--- src/rtl/ext_bus_defs.vh ---
`ifndef EXT_BUS_DEFS_VH
`define EXT_BUS_DEFS_VH
`define RESET_FETCH_ADDR 24'hff2080
`define CS0_RESET_BASE 24'hff2000
`define CS0_RESET_LIMIT 24'hff20ff
`define EA_REGION_BASE 24'hff2000
`define EA_REGION_LIMIT 24'hff2fff
`define CHIP_CONFIG_ZERO_BHE_SEL_BIT 2
`define WSR_HOLD_EN_BIT 7
`define NUM_CS 6
`define CS_DEFAULT_IDX 5
`define ALE_CYCLES 4'h1
`define ADDR_PHASE_CYCLES 4'h2
`define DATA_PHASE_CYCLES 4'h2
`endif

--- src/rtl/ext_bus_pins.v ---
`timescale 1ns/1ps
`include "ext_bus_defs.vh"
module ext_bus_pins (
  input wire i_clk_sys,
  input wire i_rst_n,
  input wire i_req,
  input wire i_req_write,
  input wire [23:0] i_req_addr,
  input wire i_req_word,
  input wire [15:0] i_req_wdata,
  input wire [15:0] i_int_bus,
  input wire i_bus16,
  input wire i_muxed,
  input wire [3:0] i_wait_states,
  input wire [7:0] i_chip_config_zero,
  input wire [7:0] i_window_select_reg,
  input wire i_hold_pin_special,
  input wire [143:0] i_cs_ranges,
  input wire [5:0] i_cs_ranges_valid,
  input wire [5:0] i_cs_bus16,
  input wire [5:0] i_cs_muxed,
  input wire [15:0] i_addr_data_lanes,
  input wire [15:0] i_port_lanes_out,
  input wire [15:0] i_port_lanes_oe_n,
  input wire [3:0] i_extended_addr_port,
  input wire i_external_access_n,
  input wire i_ready,
  input wire i_hold_n,
  output reg o_ack,
  output reg o_ack_internal,
  output reg [15:0] o_rdata,
  output reg [15:0] o_addr_low_lines,
  output reg [3:0] o_addr_upper_lines,
  output reg [15:0] o_addr_data_lanes,
  output reg [15:0] o_addr_data_lanes_oe_n,
  output reg o_ale,
  output reg o_rd_n,
  output reg o_wr_n,
  output reg o_byte_high_enable_n,
  output reg [5:0] o_chip_select_n,
  output reg o_bus_request_n,
  output reg o_hold_ack_n,
  output reg o_half_rate_clock_out
);
  localparam ST_IDLE = 3'h0;
  localparam ST_ADDR = 3'h1;
  localparam ST_DATA = 3'h2;
  localparam ST_WAIT = 3'h3;
  localparam ST_HOLD = 3'h4;
  localparam ST_END = 3'h5;

  // Range table: base[23:12] and limit[23:12] per chip select, 24 bits each
  function in_range;
    input [23:0] a;
    input [23:0] lo;
    input [23:0] hi;
    begin
      in_range = (a >= lo) && (a <= hi);
    end
  endfunction

  // Byte-high enable from access width and address bit 0
  function byte_high_n;
    input word;
    input a0;
    begin
      byte_high_n = !(word || a0);
    end
  endfunction

  // Write-high strobe: every write on a narrow bus, word or odd byte on a wide one
  function write_high_n;
    input write;
    input b16;
    input word;
    input a0;
    begin
      write_high_n = !(write && (!b16 || word || a0));
    end
  endfunction

  // Lane drivers at cycle start; a demux read releases only the data lanes
  function [15:0] start_oe_n;
    input muxed;
    input bus16;
    input write;
    begin
      if (muxed || write)
        start_oe_n = 16'h0000;
      else if (bus16)
        start_oe_n = 16'hffff;
      else
        start_oe_n = 16'h00ff;
    end
  endfunction

  reg [2:0] state_r;
  reg [2:0] state_nxt;
  reg [3:0] cnt_r;
  reg [23:0] addr_r;
  reg write_r;
  reg word_r;
  reg [15:0] wdata_r;
  reg bus16_r;
  reg muxed_r;
  reg [5:0] cs_hit_r;
  reg cs_boot_r;
  reg pend_r;
  reg [2:0] i;
  reg [5:0] hit;
  reg cs_bus16;
  reg cs_muxed;
  wire is_external;
  wire hold_en;
  wire hold_pending;

  // Live pin, no latch, so the region can be switched at run time
  assign is_external = !(in_range(i_req_addr, `EA_REGION_BASE, `EA_REGION_LIMIT) && i_external_access_n);
  assign hold_en = i_hold_pin_special && i_window_select_reg[`WSR_HOLD_EN_BIT];
  // A cycle that turns up while the bus is granted away
  assign hold_pending = (state_r == ST_HOLD) && i_req && is_external;

  always @* begin
    hit = 6'h00;
    for (i = 3'h0; i < 3'h6; i = i + 3'h1) begin
      if (i_cs_ranges_valid[i] && in_range(i_req_addr, {i_cs_ranges[i*24 +: 12], 12'h000},
          {i_cs_ranges[i*24+12 +: 12], 12'hfff}))
        hit[i] = 1'b1;
    end
    // Boot range stays on select 0 until software programs it
    if (cs_boot_r && in_range(i_req_addr, `CS0_RESET_BASE, `CS0_RESET_LIMIT))
      hit[0] = 1'b1;
    cs_bus16 = i_bus16;
    cs_muxed = i_muxed;
    if (hit == 6'h00) begin
      cs_bus16 = i_cs_bus16[`CS_DEFAULT_IDX];
      cs_muxed = i_cs_muxed[`CS_DEFAULT_IDX];
    end
  end

  always @* begin
    state_nxt = state_r;
    case (state_r)
      ST_IDLE: begin
        if (hold_en && !i_hold_n)
          state_nxt = ST_HOLD;
        else if (i_req && is_external)
          state_nxt = ST_ADDR;
      end
      ST_ADDR: if (cnt_r == 4'h1) state_nxt = ST_DATA;
      ST_DATA: if (cnt_r == 4'h1) state_nxt = ST_WAIT;
      ST_WAIT: if (cnt_r == 4'h0 && i_ready) state_nxt = ST_END;
      ST_HOLD: if (i_hold_n || !hold_en) state_nxt = ST_IDLE;
      ST_END: state_nxt = ST_IDLE;
      default: state_nxt = ST_IDLE;
    endcase
  end

  always @(posedge i_clk_sys or negedge i_rst_n) begin
    if (!i_rst_n) begin
      state_r <= ST_IDLE;
      cnt_r <= 4'h0;
      addr_r <= `RESET_FETCH_ADDR;
      write_r <= 1'b0;
      word_r <= 1'b0;
      wdata_r <= 16'h0000;
      bus16_r <= 1'b1;
      muxed_r <= 1'b1;
      cs_hit_r <= 6'h00;
      cs_boot_r <= 1'b1;
      pend_r <= 1'b0;
      o_ack <= 1'b0;
      o_ack_internal <= 1'b0;
      o_rdata <= 16'h0000;
      o_addr_low_lines <= 16'h0000;
      o_addr_upper_lines <= 4'h0;
      o_addr_data_lanes <= 16'h0000;
      o_addr_data_lanes_oe_n <= 16'hffff;
      o_ale <= 1'b0;
      o_rd_n <= 1'b1;
      o_wr_n <= 1'b1;
      o_byte_high_enable_n <= 1'b1;
      o_chip_select_n <= 6'h3f;
      o_bus_request_n <= 1'b1;
      o_hold_ack_n <= 1'b1;
      o_half_rate_clock_out <= 1'b0;
    end else begin
      state_r <= state_nxt;
      o_half_rate_clock_out <= ~o_half_rate_clock_out;
      o_ack <= 1'b0;
      o_ack_internal <= 1'b0;
      o_ale <= 1'b0;
      if (i_cs_ranges_valid[0])
        cs_boot_r <= 1'b0;
      if (state_r == ST_IDLE && state_nxt == ST_IDLE && i_req && !is_external)
        o_ack_internal <= 1'b1;
      if (state_r == ST_IDLE && state_nxt == ST_ADDR) begin
        addr_r <= i_req_addr;
        write_r <= i_req_write;
        word_r <= i_req_word;
        wdata_r <= i_req_wdata;
        bus16_r <= cs_bus16;
        muxed_r <= cs_muxed;
        cs_hit_r <= hit;
        cnt_r <= `ADDR_PHASE_CYCLES;
        o_ale <= 1'b1;
        o_addr_low_lines <= i_req_addr[15:0];
        o_addr_upper_lines <= i_req_addr[19:16];
        o_chip_select_n <= ~hit;
        if (cs_bus16) begin
          // Shared pin: enable from address bit 0 and width, or write-high strobe
          if (i_chip_config_zero[`CHIP_CONFIG_ZERO_BHE_SEL_BIT])
            o_byte_high_enable_n <= byte_high_n(i_req_word, i_req_addr[0]);
          else
            o_byte_high_enable_n <= 1'b1;
        end else begin
          o_byte_high_enable_n <= 1'b1;
        end
        o_addr_data_lanes_oe_n <= start_oe_n(cs_muxed, cs_bus16, i_req_write);
        if (!cs_muxed)
          o_addr_data_lanes <= i_req_write ? i_req_wdata : 16'h0000;
        else
          o_addr_data_lanes <= i_req_addr[15:0];
        if (!cs_muxed && !cs_bus16)
          o_addr_data_lanes[15:8] <= i_int_bus[15:8];
        if (!cs_muxed) begin
          o_rd_n <= i_req_write;
          o_wr_n <= !i_req_write;
        end
      end else if (state_r == ST_ADDR) begin
        cnt_r <= cnt_r - 4'h1;
        if (cnt_r == 4'h1) begin
          cnt_r <= `DATA_PHASE_CYCLES;
          if (muxed_r) begin
            // Second half of a muxed cycle: lanes switch from address to data; an 8-bit bus switches only lanes 7:0
            o_rd_n <= write_r;
            o_wr_n <= !write_r;
            if (bus16_r) begin
              o_addr_data_lanes <= wdata_r;
              o_addr_data_lanes_oe_n <= write_r ? 16'h0000 : 16'hffff;
            end else begin
              o_addr_data_lanes[7:0] <= wdata_r[7:0];
              o_addr_data_lanes_oe_n[7:0] <= write_r ? 8'h00 : 8'hff;
            end
            if (!i_chip_config_zero[`CHIP_CONFIG_ZERO_BHE_SEL_BIT])
              o_byte_high_enable_n <= write_high_n(write_r, bus16_r, word_r, addr_r[0]);
          end else if (!i_chip_config_zero[`CHIP_CONFIG_ZERO_BHE_SEL_BIT]) begin
            o_byte_high_enable_n <= write_high_n(write_r, bus16_r, word_r, addr_r[0]);
          end
        end
      end else if (state_r == ST_DATA) begin
        cnt_r <= cnt_r - 4'h1;
        if (cnt_r == 4'h1)
          cnt_r <= i_wait_states;
      end else if (state_r == ST_WAIT) begin
        if (cnt_r != 4'h0)
          cnt_r <= cnt_r - 4'h1;
        if (state_nxt == ST_END) begin
          o_rdata <= bus16_r ? i_addr_data_lanes : {8'h00, i_addr_data_lanes[7:0]};
          o_ack <= 1'b1;
          o_rd_n <= 1'b1;
          o_wr_n <= 1'b1;
          o_byte_high_enable_n <= 1'b1;
          o_chip_select_n <= 6'h3f;
        end
      end
      if (state_nxt == ST_IDLE || state_nxt == ST_HOLD) begin
        // Lanes fall back to the port; upper lines to the extended port
        o_addr_data_lanes <= i_port_lanes_out;
        o_addr_data_lanes_oe_n <= i_port_lanes_oe_n;
        o_addr_upper_lines <= i_extended_addr_port;
        o_chip_select_n <= 6'h3f;
        o_byte_high_enable_n <= 1'b1;
      end
      // Acknowledge once the state has left the bus
      o_hold_ack_n <= !(state_nxt == ST_HOLD);
      // Request is held until hold drops, even if the cycle is withdrawn
      if (state_nxt != ST_HOLD)
        pend_r <= 1'b0;
      else if (hold_pending)
        pend_r <= 1'b1;
      // Raised on the same edge that gives the bus back, so it never outlasts the grant
      if (state_nxt != ST_HOLD)
        o_bus_request_n <= 1'b1;
      else if (pend_r || hold_pending)
        o_bus_request_n <= 1'b0;
    end
  end
endmodule

--- config.mk ---
export PLATFORM = sky130hd
export DESIGN_NAME = ext_bus_pins
export DESIGN_NICKNAME = d
export VERILOG_FILES = /design/src/rtl/ext_bus_pins.v
export VERILOG_INCLUDE_DIRS = /design/src /design/src/rtl
export SDC_FILE = /design/constraint.sdc
export NUM_CORES = 1
export LEC_CHECK = 0
export ABC_AREA = 1
export BUFFER_PORTS_ARGS = -buffer_cell sky130_fd_sc_hd__buf_2
export CAP_MARGIN = 10
export CORE_MARGIN = 2
export CORE_UTILIZATION = 27
export DETAILED_ROUTE_END_ITERATION = 8
export GPL_TIMING_DRIVEN = 0
export HOLD_SLACK_MARGIN = 0.12
export SYNTH_ARGS = -nofsm -noshare
export SYNTH_HDL_FRONTEND = slang
export SYNTH_SLANG_ARGS = --single-unit
--- constraint.sdc ---
create_clock -name i_clk_sys -period 3.5 [get_ports i_clk_sys]
set_input_delay 0.525 -clock i_clk_sys [delete_from_list [all_inputs] [get_ports i_clk_sys]]
set_output_delay 0.525 -clock i_clk_sys [all_outputs]
set_load 0.05 [all_outputs]
# == After elaboration in Yosys (flattened, before gate mapping) ==
# Index checks and enable logic that the tools add are counted.
# word_totals
regBits,113
word_cells,222
# classes
n_addsub,1
n_lt_le_gt_ge,15
n_eq_ne,18
mux,83
bitwise,5
reduce_logical,73
# op_table
operator,count
16-bit two-way mux,16
24-bit >= comparator,6
24-bit <= comparator,6
"24-bit <= comparator, second input constant",2
1-bit two-way mux,40
8-bit two-way mux,5
4-bit two-way mux,9
6-bit two-way mux,6
1-bit logical AND,28
"24-bit >= comparator, second input constant",1
3-bit nonzero test,8
4-bit nonzero test,5
3-bit two-way mux,6
3-bit case mux with 5 select lines,1
1-bit logical NOT,11
5-bit AND reduction,2
"3-bit == test, second input constant",3
"3-bit by 2-bit inequality test with 1-bit output, second input constant",3
"3-bit inequality test, second input constant",3
"4-bit by 3-bit inequality test with 1-bit output, second input constant",2
4-bit AND reduction,2
1-bit logical OR,7
"3-bit by 1-bit == test with 1-bit output, second input constant",2
"3-bit by 2-bit == test with 1-bit output, second input constant",2
13 further kinds,19

# == Depth between registers and ports, before layout ==
# logic_depth
ltp_word,15
mapped_depth,22
ltp_nobuf,21

# == Worst setup path before layout ==
# OpenSTA, ideal clock, no wires.
# synth_timing
kind,input port to flip-flop
startpoint,input port i_cs_ranges[33]
endpoint,register o_addr_data_lanes[1]
arrival_ns,2.341
slack_ns,1.038
path_stages,17
path_cell_list,inv_1 ha_1 a21o_1 a21oi_1 nand3_1 nor2_4 nor2_4 nor2_4 nand2_4 nand2_8 nand2_4 buf_12 buf_12 nor2_2 nor2_1 o21bai_1 nand2_1
# synth_between
elab_chain_len,9
# synth_rtl
item,line,source
"start, declared",ext_bus_pins.v:18,"input wire [143:0] i_cs_ranges,"
24-bit >= comparator,ext_bus_pins.v:58,in_range = (a >= lo) && (a <= hi);
1-bit logical AND,ext_bus_pins.v:58,
1-bit logical AND,ext_bus_pins.v:126,"if (i_cs_ranges_valid[i] && in_range(i_req_addr, {i_cs_ranges[i*24 +: 12], 12'h000},"
1-bit two-way mux,ext_bus_pins.v:126,
6-bit logical NOT,ext_bus_pins.v:135,if (hit == 6'h00) begin
1-bit two-way mux,ext_bus_pins.v:135,
16-bit two-way mux,ext_bus_pins.v:220,if (!cs_muxed)
16-bit two-way mux,ext_bus_pins.v:197,if (state_r == ST_IDLE && state_nxt == ST_ADDR) begin
16-bit two-way mux,ext_bus_pins.v:267,if (state_nxt == ST_IDLE || state_nxt == ST_HOLD) begin
"end signal, assigned",ext_bus_pins.v:221,o_addr_data_lanes <= i_req_write ? i_req_wdata : 16'h0000;
"end signal, assigned",ext_bus_pins.v:223,o_addr_data_lanes <= i_req_addr[15:0];
"end signal, assigned",ext_bus_pins.v:269,o_addr_data_lanes <= i_port_lanes_out;
"end, declared",ext_bus_pins.v:34,"output reg [15:0] o_addr_data_lanes,"
# Every way passes these cells.
# A chain may end at the register's enable or synchronous reset.

# == Worst setup path after layout ==
# layout_timing
startpoint,input port i_req_addr[12]
endpoint,register o_addr_data_lanes_oe_n[11]
# layout_between
elab_chain_len,12
word_cells_on_any_way,61
# layout_rtl
item,line,source
"start, declared",ext_bus_pins.v:8,"input wire [23:0] i_req_addr,"
24-bit >= comparator or 24-bit <= comparator (tied branches),ext_bus_pins.v:58,
1-bit logical AND,ext_bus_pins.v:58,
1-bit logical AND,ext_bus_pins.v:118,"assign is_external = !(in_range(i_req_addr, `EA_REGION_BASE, `EA_REGION_LIMIT) && i_external_access_n);"
1-bit logical NOT,ext_bus_pins.v:118,
1-bit logical AND,ext_bus_pins.v:147,else if (i_req && is_external)
3-bit two-way mux,ext_bus_pins.v:147,
3-bit two-way mux,ext_bus_pins.v:145,if (hold_en && !i_hold_n)
3-bit case mux with 5 select lines,ext_bus_pins.v:143,case (state_r)
"3-bit by 1-bit == test with 1-bit output, or another cell as far along",ext_bus_pins.v:197,
1-bit logical AND or 1-bit logical OR (tied branches),"ext_bus_pins.v:197, ext_bus_pins.v:267",
3-bit nonzero test (no source line) or 16-bit two-way mux (tied branches),--,
4-bit AND reduction (no source line) or 16-bit two-way mux (tied branches),--,
"end signal, assigned",ext_bus_pins.v:219,"o_addr_data_lanes_oe_n <= start_oe_n(cs_muxed, cs_bus16, i_req_write);"
"end signal, assigned",ext_bus_pins.v:240,o_addr_data_lanes_oe_n <= write_r ? 16'h0000 : 16'hffff;
"end signal, assigned",ext_bus_pins.v:270,o_addr_data_lanes_oe_n <= i_port_lanes_oe_n;
"end, declared",ext_bus_pins.v:35,"output reg [15:0] o_addr_data_lanes_oe_n,"
# Several ways; a longest one is shown, not always the timed one.

==> flow_metrics.tcl <==
set metrics [dict create \
    run_status "complete, no violations" \
    grt_util_all_layers_pct 18.5 \
    power.density_cell_area_nw_per_um2 652 \
    critical_path_buf_inv_count 2 \
    buffer_ports.inserted 350 \
    critical_path.max_stage_delay_ns 0.45 \
    post_synth_mux_area_share_pct 0 \
    ys_warn_count 0 \
    path_depth 15 \
    synth.cell_area_um2 9860 \
    final_weighted_congestion_in_routability_driven_placement 0.856 \
    fmax_mhz 330 \
    globalRouteOverflowTotal 0 \
    maxCapViolCount 0 \
    first_global_vias 10100 \
    slew-limit-headroom_pct 51.8 \
    r2r_setup_slack_ns 0.81 \
    synth_adder_area_share_pct 18.7 \
    finalWirelength_um 35200 \
    required_ns 3.80 \
    drt_pass1_iterations 5 \
    synth_sequential_area_ratio_pct 28.8 \
    worstPathMaxFanout 10 \
    complex_gate_fraction_of_the_synthesized_area_pct 8.63 \
    cts_tree "done" \
    critical_path.startpoint "i_req_addr[12]" \
    detailed_place_hpwl_um 28600 \
    height_of_the_die_um 195 \
    number_of_enable_type_register_cells_in_the_synthesized_netlist 0 \
    cpMaxStageDelayCell "inv_1" \
    wire_length_of_the_first_global_routing_pass_um 54400 \
    initial_core_util_pct 27.6 \
    delay_heaviest_family_cp "simple AND/OR/NAND/NOR gates" \
    average_wire_length_per_cell_after_detail_routing_um 15.6 \
    clock_tree.htree_level_count 3 \
    drive_above_1_share_pct 25.5 \
    clockRootBuffer "clkbuf_16" \
    worst-setup-path-type "input pin to flop" \
    number_of_storage_elements_in_the_synthesis_netlist 112 \
    most_common_flop_cell_mapped_by_yosys "dfrtp_1" \
    synth.net_count 1872 \
    design_power_total_mw 8.20 \
    final-hold-violation-count 0 \
    critical_path.startpoint_type "input pin" \
    worst_r2r_endpoint "o_rdata[6]" \
    synth.lib_cells_used.distinct 50 \
    worst_skew_pair.late_latency_ns 0.38 \
    hold_class "input pin to flop" \
    rows 69 \
    arrival_ns 3.33 \
    area.growth.synth_to_final_pct 27.6 \
    cp_cell_sequence "buf_2 -> inv_1 -> ha_1 -> nor2_1 -> o21ai_0 -> nand2_1 -> nand2_1 -> nand3_1 -> nand3_1 -> nand2_1 -> nor2_4 -> nand3_4 -> nand3_1 -> nand4_2 -> a31oi_1" \
    core_area_um2 35700 \
    share_of_flip_flops_with_an_asynchronous_set_or_reset_after_synthesis_pct 100 \
    clk_transition_reported_paths_ns 0.08 \
    synth-simple-area-share_pct 31.5 \
    drt_iter0_markers 377 \
    rr_worst_depth 7 \
    cts-buffers-inserted 9 \
    post-route-drc-count 0 \
    synth_top_family_by_area "simple AND/OR/NAND/NOR gates" \
    reg2reg_from "state_r[2]" \
    vdd_ir_drop_max_v 0.000288 \
    critPathCaptureType "flop" \
    slew_violations 0 \
    detail_route.vias_per_cell 4.49 \
    min_delay_worst_endpoint "cs_boot_r" \
    syn_inst 1424 \
    via_count 10100 \
    timing.setup.tns_ns 0 \
    period_needed_ns 3.03 \
    final_nets 2235 \
    grt_max_degree 73 \
    clock_buffer_depth 2 \
    tightest_slew_ns 0.724 \
    yosys.area_share.xor_xnor_pct 0.178 \
    syn_area_per_cell_um2 6.93 \
    grt_antenna_before_repair 9 \
    setup_viol_count_final 0 \
    min-delay-start "i_cs_ranges_valid[0]" \
    fin_crit_sh_pct 86.6 \
    design.die.area_um2 38100 \
    fin_skew_ns 0.0125 \
    ctsResizeCount 0 \
    clock_sinks 112 \
    design.portCount 384 \
    die_width_um 195 \
    detail-route-antenna-nets 0 \
    rsz0062_at_grt "false" \
    total_leakage_power_nw 7.62 \
    min_path_cells 2 \
]
[synthesized netlist by cell type, types with 3 or more instances]
| cell | count | area share (%) |
|---|---|---|
| a21oi_1 | 55 | 2.8 |
| buf_1 | 4 | 0.15 |
| nand2_4 | 5 | 0.57 |
| buf_2 | 6 | 0.30 |
| nor2_1 | 100 | 3.8 |
| o21ai_1 | 4 | 0.20 |
| nor2_4 | 6 | 0.69 |
| o21ai_0 | 46 | 2.3 |
| a21o_1 | 4 | 0.30 |
| nand2_2 | 7 | 0.44 |
| ha_1 | 147 | 19 |
| o32a_1 | 4 | 0.41 |
| o21bai_1 | 10 | 0.76 |
| a21oi_2 | 4 | 0.36 |
| clkbuf_1 | 14 | 0.53 |
| dfstp_2 | 30 | 8.0 |
| and2_1 | 3 | 0.19 |
| nand4_1 | 17 | 1.1 |
| nand3_2 | 9 | 0.91 |
| nor2_2 | 8 | 0.51 |
| nand3b_1 | 6 | 0.46 |
| nor3_1 | 3 | 0.15 |
| a31oi_1 | 16 | 1.0 |
| nand2_1 | 459 | 17 |
| dfrtp_1 | 82 | 21 |
| nand3_1 | 69 | 3.5 |
| inv_1 | 278 | 11 |
[cell usage in the layout (no fill, tap or decap), drive strengths merged, types with 10 or more instances in the layout]
master,Yosys,layout
a21oi,59,59
a31oi,16,16
buf,14,365
clkbuf,14,23
dfrtp,82,82
dfstp,30,30
ha,147,147
inv,280,282
nand2,472,472
nand3,79,79
nand4,19,19
nor2,116,116
o21ai,50,50
o21bai,10,10
[state kept, by name, summed over array words and instances, names as in the netlist, 3 cells and up]
name / flops
o_addr_data_lanes: 16
o_addr_data_lanes_oe_n: 16
o_addr_low_lines: 16
o_rdata: 16
wdata_r: 16
o_chip_select_n: 6
cnt_r: 4
o_addr_upper_lines: 4
state_r: 3
[worst max-delay path by stage]
stage	to	slack, ns
floorplan	o_addr_data_lanes[1]	1.04
global placement	o_addr_data_lanes_oe_n[11]	0.09
detailed placement	o_addr_data_lanes_oe_n[11]	0.01
CTS	o_addr_data_lanes_oe_n[11]	0.40
global route	o_addr_data_lanes_oe_n[10]	0.26
finish	o_addr_data_lanes_oe_n[11]	0.47
[metrics by stage]
step                instance area [um2]  util [%]  setup WS, ns  cells  hold WS, ns
floorplan                          9860         -          1.04   1424        0.229
global route                      12600      35.2         0.256   2258        0.286
detailed placement                12200      34.2       0.00963   2236        0.414
finish                            12600      35.2         0.469   2261        0.302
CTS                               12600      35.1         0.405   2253        0.283
global placement                  12200      34.1        0.0874   2235        0.404
[power breakdown]
| part | switching (mW) | internal [mW] |
|---|---|---|
| Clock | 0.569 | 0.580 |
| Sequential | 0.262 | 1.94 |
| Combinational | 3.48 | 1.36 |
| Total | 4.32 | 3.88 |
[worst register-to-register path: cells and delay by family (launching register included)]
| kind | cells | cell delay (ns) |
|---|---|---|
| buf+inv | 3 | 1.02 |
| flops | 1 | 0.42 |
| simple gates | 4 | 1.14 |
[cell families after synthesis]
logic type / Yosys count
and+or+nand+nor: 705
xor gates and xnor gates: 2
DFF: 112
buffers and inverters: 309
adders and majority gates: 147
AOI/OAI and AO/OA: 149
[final cells by class]
| cell class | count | area (um2) |
|---|---|---|
| repair buffers | 352 | 1800 |
| multi-input cells | 1003 | 5810 |
| inverters | 281 | 1050 |
| clock buffers | 9 | 225 |
| clock inverters | 7 | 101 |
| plain buffers | 28 | 153 |
| flip-flops and latches | 112 | 2840 |
| fillers | 3881 | 23200 |
| well taps | 461 | 577 |
| diodes | 8 | 20.0 |
[per-layer routing]
layer,share of wire [%],GRT usage (%),vias to the layer above
li1,-,-,5189
met1,44,23.0,4591
met2,47,31.8,319
met3,6.5,4.21,43
met4,2.3,5.40,2
met5,0.034,0,-
[timing repair]
item	4_1_cts	5_1_grt
endpoints found under the setup margin	0	0
hold buffers	1	0
setup buffers	0	0
hold endpoints to repair	29	0
Note: power is estimated with default switching activity, not from simulation.
